<file path="config.mk">
export PLATFORM = sky130hd
export DESIGN_NAME = noise_cancel_mode_control_regs
export DESIGN_NICKNAME = d
export VERILOG_FILES = /design/src/hw/nc_regs_pkg.sv /design/src/hw/noise_cancel_mode_control_regs.sv /design/src/hw/mic_gain_decode.sv /design/src/hw/route_decode.sv
export SDC_FILE = /design/constraint.sdc
export NUM_CORES = 1
export LEC_CHECK = 0
export BUFFER_PORTS_ARGS = -buffer_cell sky130_fd_sc_hd__buf_4
export CAP_MARGIN = 0
export CORE_UTILIZATION = 47
export DETAILED_ROUTE_END_ITERATION = 12
export PLACE_DENSITY = 0.78
export SLEW_MARGIN = 25
export SYNTH_ARGS = -nofsm -noshare
export SYNTH_HDL_FRONTEND = slang
export SYNTH_SLANG_ARGS = --single-unit
</file>
<file path="constraint.sdc">
create_clock -name clk -period 1.8 [get_ports clk]
set_input_delay 0.36 -clock clk [delete_from_list [all_inputs] [get_ports clk]]
set_output_delay 0.36 -clock clk [all_outputs]
set_load 0.005 [all_outputs]
</file>
<file path="src/hw/nc_regs_pkg.sv">
package nc_regs_pkg;
    localparam int        ADDR_W          = 8;
    localparam int        DATA_W          = 8;
    localparam int        GAIN_W          = 7;
    localparam logic [7:0] MODE_OFFSET    = 8'h0A;
    localparam logic [7:0] LEFT_OFFSET    = 8'h0B;
    localparam logic [7:0] RIGHT_OFFSET   = 8'h0C;
    localparam int        SRC_MSB         = 7;
    localparam int        SRC_LSB         = 6;
    localparam int        LINE_MUTE_BIT   = 5;
    localparam int        LEFT_OPAMP_BIT  = 1;
    localparam int        RIGHT_OPAMP_BIT = 0;
    localparam logic [1:0] SRC_RESET      = 2'h3;
    localparam logic [6:0] GAIN_RESET     = 7'h57;
    localparam logic [6:0] GAIN_MAX_CODE  = 7'h3E;
    localparam logic [6:0] GAIN_UNUSABLE  = 7'h3F;
    localparam logic [6:0] MUTE_NEG_ATT   = 7'h57;
    localparam logic [6:0] MUTE_NO_ATT    = 7'h7F;
    localparam logic [7:0] MODE_MASK      = 8'hE3;

    typedef enum logic [1:0] {
        SRC_QUIET_MIC = 2'b00,
        SRC_OPAMP     = 2'b01,
        SRC_RESERVED  = 2'b10,
        SRC_NONE      = 2'b11
    } headphone_source_t;

    typedef struct packed {
        logic [6:0] gain;
        logic       mute;
        logic       in_range;
    } mic_gain_out_t;

    typedef struct packed {
        logic [1:0] headphone_source_select;
        logic       line_pass;
        logic       left_first_opamp_enable;
        logic       right_first_opamp_enable;
        logic       quiet_microphone_path_on;
        logic       first_operational_amplifier_path_on;
    } route_out_t;
endpackage

</file>
<file path="src/hw/noise_cancel_mode_control_regs.sv">
// Notes on behaviour
// Bits 7:6 pick headphone source, reset 11
// Software never writes source code 10
// Bit 5 set disconnects line input
// Bit 1 enables left first opamp
// Bit 0 enables right first opamp
// Left gain bits 6:0, reset 57h
// Software never writes left gain 3Fh
// Left code 57h mutes with attenuation
// Code 7Fh mutes without attenuation
// Right gain bits 6:0, reset 57h
// Right attenuation mute code taken as 57h
// Readback of fields, undefined bits zero
module noise_cancel_mode_control_regs (
    // Clock and reset
    input  wire logic                        clk,
    input  wire logic                        srst,
    // Register port
    input  wire logic [7:0]                  addr,
    input  wire logic [7:0]                  wdata,
    input  wire logic                        wr,
    input  wire logic                        rd,
    output logic      [7:0]                  rdata,
    // Mode input from elsewhere
    input  wire logic                        negative_attenuation_enable,
    // Routing, gain and reserved source flag outputs
    output nc_regs_pkg::route_out_t          route,
    output nc_regs_pkg::mic_gain_out_t       left_microphone_gain,
    output nc_regs_pkg::mic_gain_out_t       right_microphone_gain,
    output logic                             reserved_source_seen
);
    logic [7:0] mode;
    logic [6:0] left_gain;
    logic [6:0] right_gain;
    logic [7:0] next_rdata;

    always_ff @(posedge clk) begin
        if (srst) begin
            mode <= {nc_regs_pkg::SRC_RESET, 6'h00};
        end else if (wr && addr == nc_regs_pkg::MODE_OFFSET) begin
            mode <= wdata & nc_regs_pkg::MODE_MASK;
        end
    end

    always_ff @(posedge clk) begin
        if (srst) begin
            left_gain <= nc_regs_pkg::GAIN_RESET;
        end else if (wr && addr == nc_regs_pkg::LEFT_OFFSET) begin
            left_gain <= wdata[6:0];
        end
    end

    always_ff @(posedge clk) begin
        if (srst) begin
            right_gain <= nc_regs_pkg::GAIN_RESET;
        end else if (wr && addr == nc_regs_pkg::RIGHT_OFFSET) begin
            right_gain <= wdata[6:0];
        end
    end

    always_comb begin
        next_rdata = 8'h00;
        unique case (addr)
            nc_regs_pkg::MODE_OFFSET:  next_rdata = mode;
            nc_regs_pkg::LEFT_OFFSET:  next_rdata = {1'b0, left_gain};
            nc_regs_pkg::RIGHT_OFFSET: next_rdata = {1'b0, right_gain};
            default:                   next_rdata = 8'h00;
        endcase
    end

    always_ff @(posedge clk) begin
        if (srst) begin
            rdata <= 8'h00;
        end else if (rd) begin
            rdata <= next_rdata;
        end else begin
            rdata <= 8'h00;
        end
    end

    // Flags software writing reserved source code
    always_ff @(posedge clk) begin
        if (srst) begin
            reserved_source_seen <= 1'b0;
        end else begin
            reserved_source_seen <= (mode[7:6] == nc_regs_pkg::SRC_RESERVED);
        end
    end

    route_decode u_route (
        .mode  (mode),
        .route (route)
    );

    mic_gain_decode u_left (
        .code                        (left_gain),
        .negative_attenuation_enable (negative_attenuation_enable),
        .result                      (left_microphone_gain)
    );

    mic_gain_decode u_right (
        .code                        (right_gain),
        .negative_attenuation_enable (negative_attenuation_enable),
        .result                      (right_microphone_gain)
    );
endmodule

</file>
<file path="src/hw/mic_gain_decode.sv">
module mic_gain_decode (
    // Gain code and attenuation mode
    input  wire logic [6:0]                  code,
    input  wire logic                        negative_attenuation_enable,
    // Decoded gain
    output nc_regs_pkg::mic_gain_out_t       result
);
    always_comb begin
        result.gain = code;
        result.mute = negative_attenuation_enable ? (code == nc_regs_pkg::MUTE_NEG_ATT)
                                                  : (code == nc_regs_pkg::MUTE_NO_ATT);
        result.in_range = (code <= nc_regs_pkg::GAIN_MAX_CODE);
    end
endmodule

</file>
<file path="src/hw/route_decode.sv">
module route_decode (
    // Mode register value
    input  wire logic [7:0]                  mode,
    // Analog routing controls
    output nc_regs_pkg::route_out_t          route
);
    always_comb begin
        route.headphone_source_select = mode[nc_regs_pkg::SRC_MSB:nc_regs_pkg::SRC_LSB];
        route.line_pass = ~mode[nc_regs_pkg::LINE_MUTE_BIT];
        route.left_first_opamp_enable = mode[nc_regs_pkg::LEFT_OPAMP_BIT];
        route.right_first_opamp_enable = mode[nc_regs_pkg::RIGHT_OPAMP_BIT];
        route.quiet_microphone_path_on = (route.headphone_source_select == nc_regs_pkg::SRC_QUIET_MIC);
        route.first_operational_amplifier_path_on = (route.headphone_source_select == nc_regs_pkg::SRC_OPAMP);
    end
endmodule

</file>
==> metrics.csv, run 1 <==
stage;metric;value;unit
logic_synthesis;synthAdderAreaFrac;0;%
setup_path;path_max_fanout;2;
setup_path;worstSetupPathType;reg -> out;
cts;cts_htree_levels;1;
layout;drive_gt1_share;39.6;%
cts;cts_sinks;28;
logic_synthesis;synth_area;0.00134;mm2
timing;worst-slew-pin-transition;528;ps
placed_design;pre_cts_slack;219;ps
logic_synthesis;synth_compound_area_share;8.24;%
setup_path;slowest_delay;380;ps
power;peakVddDrop;459;uV
layout;utilization;68.8;%
power;power_leakage;0.848;nW
power;power_density;591;mW/mm2
timing;setup_ws;35.8;ps
logic_synthesis;synth.distinct_cells;33;
die;num_rows;18;
timing;period_needed;1760;ps
cts;clkTransAtPathRegs;160;ps
timing;whs;280;ps
logic_synthesis;syn_area_per_cell;9.83;um2
placed_design;place_area;0.00173;mm2
drt;remaining_drc_errors;0;
global_route;grt_overflow;0;
die;design.die.area;0.00306;mm2
setup_path;critical_path_required;1440;ps
drt;antenna_left;0;
global_route;antenna_found_initial;0;
layout;area_growth;33.3;%
timing;finalHoldViolCount;0;
timing;setup_tns;0;ps
global_route;grt_util_all_layers;22.7;%
placed_design;dp_cells;212;
cts;clkLatencyLatePin;330;ps
setup_path;crit_buf_inv;1;
run;cap_violations;0;
timing;maxSlewHeadroom;64.8;%
global_route;grt_max_degree;31;
global_route;grt_pass1_wl;5580;um
layout;final_common_cell;buf_4;
power;p_total;1.05;mW
cts;cts_root_buffer;clkbuf_4;
setup_path;crit_chain;or3b_4 > o21ai_1 > and3_1 > buf_4;
timing;setup_violations;0;
timing;grt_setup_unrepaired;yes;
drt;first_pass_iters;4;
drt;viasPerCell;5.47;
logic_synthesis;synth-seq-cells;28;
timing;max_freq;0.567;GHz
cts;cts_buffers;3;
logic_synthesis;yosys.area_share.simple;28.9;%
die;start_util;51.6;%
placed_design;dp_hpwl;2660;um
layout;final_cell_mix;buf_4, nor2_1, dfxtp_1;
layout;num_antenna_cells;0;
layout;fin_nets;209;
die;ios;55;
min_path;holdCritPathClass;in -> reg;
die;die_w;55.3;um
logic_synthesis;yosysSeqAreaShare;41.9;%
drt;totalWireLength;3430;um
logic_synthesis;synthMuxAreaShare;16.1;%
cts;cts_buffer_depth;2;
logic_synthesis;synth.area.top_cells;dfxtp_1, mux2i_1, nor2_1;
logic_synthesis;synth_top_family_by_area;simple AND/OR/NAND/NOR gates;
layout;fin_area;0.00178;mm2
setup_path;slowest_stage;or3b_4;
logic_synthesis;yosys.area.top_type;dfxtp_1;
layout;finalNonFillerCells;217;
drt;num_vias;1188;
setup_path;crit_path_end_kind;output port;
setup_path;path_delay_family;simple AND/OR/NAND/NOR gates;
cts;cts_tree;built;
placed_design;port_buffers;54;
global_route;grt_pass1_vias;1191;
run_status;status;finished clean;
logic_synthesis;syn_inst;136;
timing;fin_skew;1.50;ps
placed_design;finalWeightedCongestion;0.799;
logic_synthesis;synthXorXnorAreaFrac;0;%
logic_synthesis;yosysTopAreaCellShare;41.9;%
setup_path;cp.arrival;1400;ps
logic_synthesis;synth_fp_nets;157;
setup_path;cp-start-kind;flop;
timing;slew_violations;0;
drt;wl_per_cell;15.8;um
logic_synthesis;ys_warn_count;0;
drt;drt_iter0_drc;21;
die;core_area;0.00259;mm2
die;die_h;55.3;um
timing;fin_crit_sh;98.0;%
synth_stat cells:
master     instances
nor3b_1            1
nor4b_2            2
mux2_2             4
nand3b_1           1
nor4_4             1
or4b_4             1
o22ai_1            1
o31ai_1            2
nor2b_1            3
mux2i_1           17
and3_1             2
nor3b_4            1
dfxtp_1           28
nand4_2            2
buf_6              1
o21ai_0            1
a22oi_1            7
o2111ai_1          1
and4_1             3
a21oi_1            2
nor3_1             1
and3b_1            1
nand2_1            2
nor2_1            26
nand4_1            2
clkbuf_1           4
nand2b_1           8
inv_1              2
or3b_2             1
a31oi_1            2
buf_4              4
or4b_1             1
nand3_1            1
flip-flops by register name, summed over array words and instances (netlist names):
| register | count |
|---|---|
| left_gain | 7 |
| rdata | 8 |
| mode | 5 |
| reserved_source_seen | 1 |
| right_gain | 7 |
logic make-up (layout without fill, tap and decap cells):
group / Yosys count / in the layout
AO/OA/AOI/OAI: 16 / 16
buffers and inverters: 11 / 62
flip-flops: 28 / 28
AND/OR/NAND/NOR: 60 / 60
multiplexers: 21 / 21
worst min-delay path, delay by kind of cell:
| family | cells | cell delay (ps) |
|---|---|---|
| buffers and inverters | 1 | 110 |
| and+or+nand+nor | 2 | 110 |
what timing repair did:
action | 4_1_cts | 5_1_grt
setup buffers | 1 | 0
gates resized for setup | 5 | 0
cloned | 0 | 0
pin swaps | 1 | 0
hold buffers | 0 | 0
hold endpoints to repair | 0 | 0
setup endpoints to repair | 1 | 1
final cells by class:
type / count / area (um2)
Fill cell: 208 / 808
Inverter: 2 / 7.51
Clock buffer: 4 / 36.3
Multi-Input combinational cell: 97 / 714
Timing Repair Buffer: 56 / 420
Tap cell: 30 / 37.5
Sequential cell: 28 / 566
report_power, final:
group | leakage, nW | switching [mW] | internal [mW]
Combinational | 0.600 | 0.0556 | 0.0594
Clock | 0.0210 | 0.195 | 0.124
Sequential | 0.227 | 0.000676 | 0.619
Total | 0.848 | 0.251 | 0.803
final timing paths:
path | from | end | slack (ps) | depth (start not counted)
worst max-delay path | right_gain[3] | right_microphone_gain[1] | 40 | 4
worst min-delay path | rd | rdata[7] | 280 | 3
worst max register to register | mode[6] | rdata[6] | 790 | 3
worst min register to register | mode[5] | mode[5] | 510 | 2
layer usage:
layer  GRT usage [%]  up-vias  part of all wire [%]
li1                -      592                     -
met1            28.8      549                    46
met2            39.2       43                    49
met3            2.58        4                   3.8
met4            8.93        0                   1.3
met5               0        -                     0
Power figures use the tool's default switching activity.
==> inputs of run 2 (changes only) <==
--- a/config.mk
+++ b/config.mk
@@ -9,7 +9,8 @@
 export CAP_MARGIN = 0
 export CORE_UTILIZATION = 47
 export DETAILED_ROUTE_END_ITERATION = 12
-export PLACE_DENSITY = 0.78
+export PLACE_DENSITY = 0.89
+export SETUP_SLACK_MARGIN = 0.3
 export SLEW_MARGIN = 25
 export SYNTH_ARGS = -nofsm -noshare
 export SYNTH_HDL_FRONTEND = slang
==> run 2 against run 1 <==
Effect of this change: clock-buffer cell count down 1; register-to-register slack got worse by 100 ps; critical endpoint unchanged; non-clock buffer count up 10; the flow now finishes with violations (setup timing); setup slack got worse by 40 ps; hold slack got worse by 22 ps; routed wire length up 13%; final area increased by 7.6%; clock power increased by 33%; global-route usage grew 3.2 points; power grew 9.9%; largest cell class unchanged; first-iteration DRC count grew 95%; utilization increased by 5.2 points.
==> metrics.csv, run 2 (synthesized netlist as in run 1, its figures left out) <==
stage;metric;value;unit
cts;cts_htree_levels;1;
placed_design;port_buffers;54;
power;pwr-share-comb;10.3;%
layout;area_growth;43.4;%
timing;setup_tns;-4.36;ps
power;clockPowerShare;36.5;%
timing;maxSlewHeadroom;65.6;%
setup_path;path_delay_family;simple AND/OR/NAND/NOR gates;
layout;multi_input_area;733;um2
cts;cts_root_buffer;clkbuf_4;
power;intPower;901;uW
setup_path;worstSetupPathType;reg -> out;
die;ios;55;
layout;finalNonFillerCells;227;
power;switching_share;22.2;%
setup_path;crit_path_end_kind;output port;
timing;worst-slew-pin-transition;516;ps
timing;max_freq;0.554;GHz
drt;remaining_drc_errors;0;
min_path;holdCritPathClass;in -> reg;
power;peakVddDrop;540;uV
cts;cts_buffers;3;
run_status;violations;setup timing;
global_route;grt_util_all_layers;25.9;%
global_route;grt_overflow;0;
drt;viasPerCell;5.85;
cts;cts_tree;built;
power;p_switching;257;uW
die;die_h;55.3;um
setup_path;slowest_stage;dfxtp_4;
setup_path;crit_buf_inv;1;
timing;finalHoldViolCount;0;
cts;clkLatencyLatePin;340;ps
placed_design;dp_hpwl;2510;um
timing;grt_setup_unrepaired;yes;
layout;final_common_cell;buf_4;
setup_path;cp.arrival;1440;ps
global_route;antenna_found_initial;0;
die;die_w;55.3;um
power;p_total;1.16;mW
die;start_util;51.6;%
layout;final_cell_mix;buf_4, nor2_1, mux2i_1;
run;cap_violations;0;
cts;cts_buffer_depth;2;
drt;antenna_left;0;
placed_design;finalWeightedCongestion;0.857;
placed_design;dp_cells;212;
global_route;grt_max_degree;31;
run_status;status;finished with violations;
setup_path;crit_chain;or3b_4 > o21ai_1 > and3_1 > buf_4;
setup_path;critical_path_required;1440;ps
timing;fin_crit_sh;100;%
drt;totalWireLength;3870;um
layout;largest_register;rdata;
timing;setup_ws;-4.36;ps
layout;top_regs;rdata (8), left_gain (7), right_gain (7);
power;power_leakage;0.910;nW
timing;slew_violations;0;
drt;first_pass_iters;4;
layout;fillers;172;
layout;num_antenna_cells;0;
timing;period_needed;1800;ps
drt;drt_iter0_drc;41;
drt;num_vias;1327;
layout;largest_reg_flops;8;
cts;clkTransAtPathRegs;170;ps
setup_path;slowest_delay;390;ps
setup_path;cp-start-kind;flop;
layout;seq_area;587;um2
layout;drive_gt1_share;50.3;%
die;num_rows;18;
layout;fin_nets;219;
power;power_density;604;mW/mm2
drt;wl_per_cell;17.0;um
timing;setup_violations;1;
setup_path;path_max_fanout;2;
global_route;grt_pass1_vias;1284;
die;design.die.area;0.00306;mm2
cts;cts_sinks;28;
power;power_frac_seq;53.1;%
setup_path;reg2reg_slack;690;ps
timing;fin_skew;16.9;ps
die;core_area;0.00259;mm2
global_route;grt_pass1_wl;6190;um
run 2: metrics by stage:
step / hold slack, ps / area [um2] / util [%] / setup slack, ps
after floorplan: 455 / 1340 / - / 387
after global placement: 488 / 1730 / 66.8 / 239
after detailed placement: 493 / 1730 / 66.8 / 225
after CTS: 274 / 1900 / 73.5 / 38.2
after global routing: 263 / 1920 / 74.0 / -55.6
final: 259 / 1920 / 74.0 / -4.36
run 2: routing by layer:
metal | global-route usage, % | share of wire [%] | up-vias
met5 | 0 | 0 | -
met4 | 15.0 | 3.3 | 0
met3 | 3.75 | 5.9 | 10
met2 | 45.3 | 51 | 69
met1 | 29.8 | 40 | 635
li1 | - | - | 613
run 2: power by group through the flow:
stage	logic, mW	clock network [mW]	registers (mW)
after floorplan	0.0553	0	0.635
after detailed placement	0.112	0	0.635
after global routing	0.128	0.456	0.616
final	0.120	0.423	0.615
after global placement	0.109	0	0.635
after CTS	0.118	0.418	0.615
run 2: cell type report:
type,count,share of cell area (%)
Clock inverter,1,1.57
Multi-Input combinational cell,97,38.3
Tap cell,30,1.96
Inverter,2,0.392
Timing Repair Buffer,66,26.0
Sequential cell,28,30.6
Clock buffer,3,1.17
run 2: path summary, 6_finish.rpt:
path,startpoint,to,cells after the start
worst min register to register,mode[6],reserved_source_seen,1
worst max register to register,left_gain[0],rdata[0],4
worst min-delay path,wdata[7],mode[7],3
worst max-delay path,right_gain[5],right_microphone_gain[1],4
run 2: worst register-to-register path, stage by stage (launching register included):
cell and delay (ps):
dfxtp_2 350, buf_4 140, mux2_2 260, a22oi_1 190, nor2_1 70
run 2: what timing repair did:
item                                   CTS  global route
pin swaps                                6             0
resized for setup                       22             2
gates cloned                             0             0
hold buffers                             0             0
endpoints found under the hold margin    0             0
setup buffers                           10             1
setup endpoints to repair                4             5
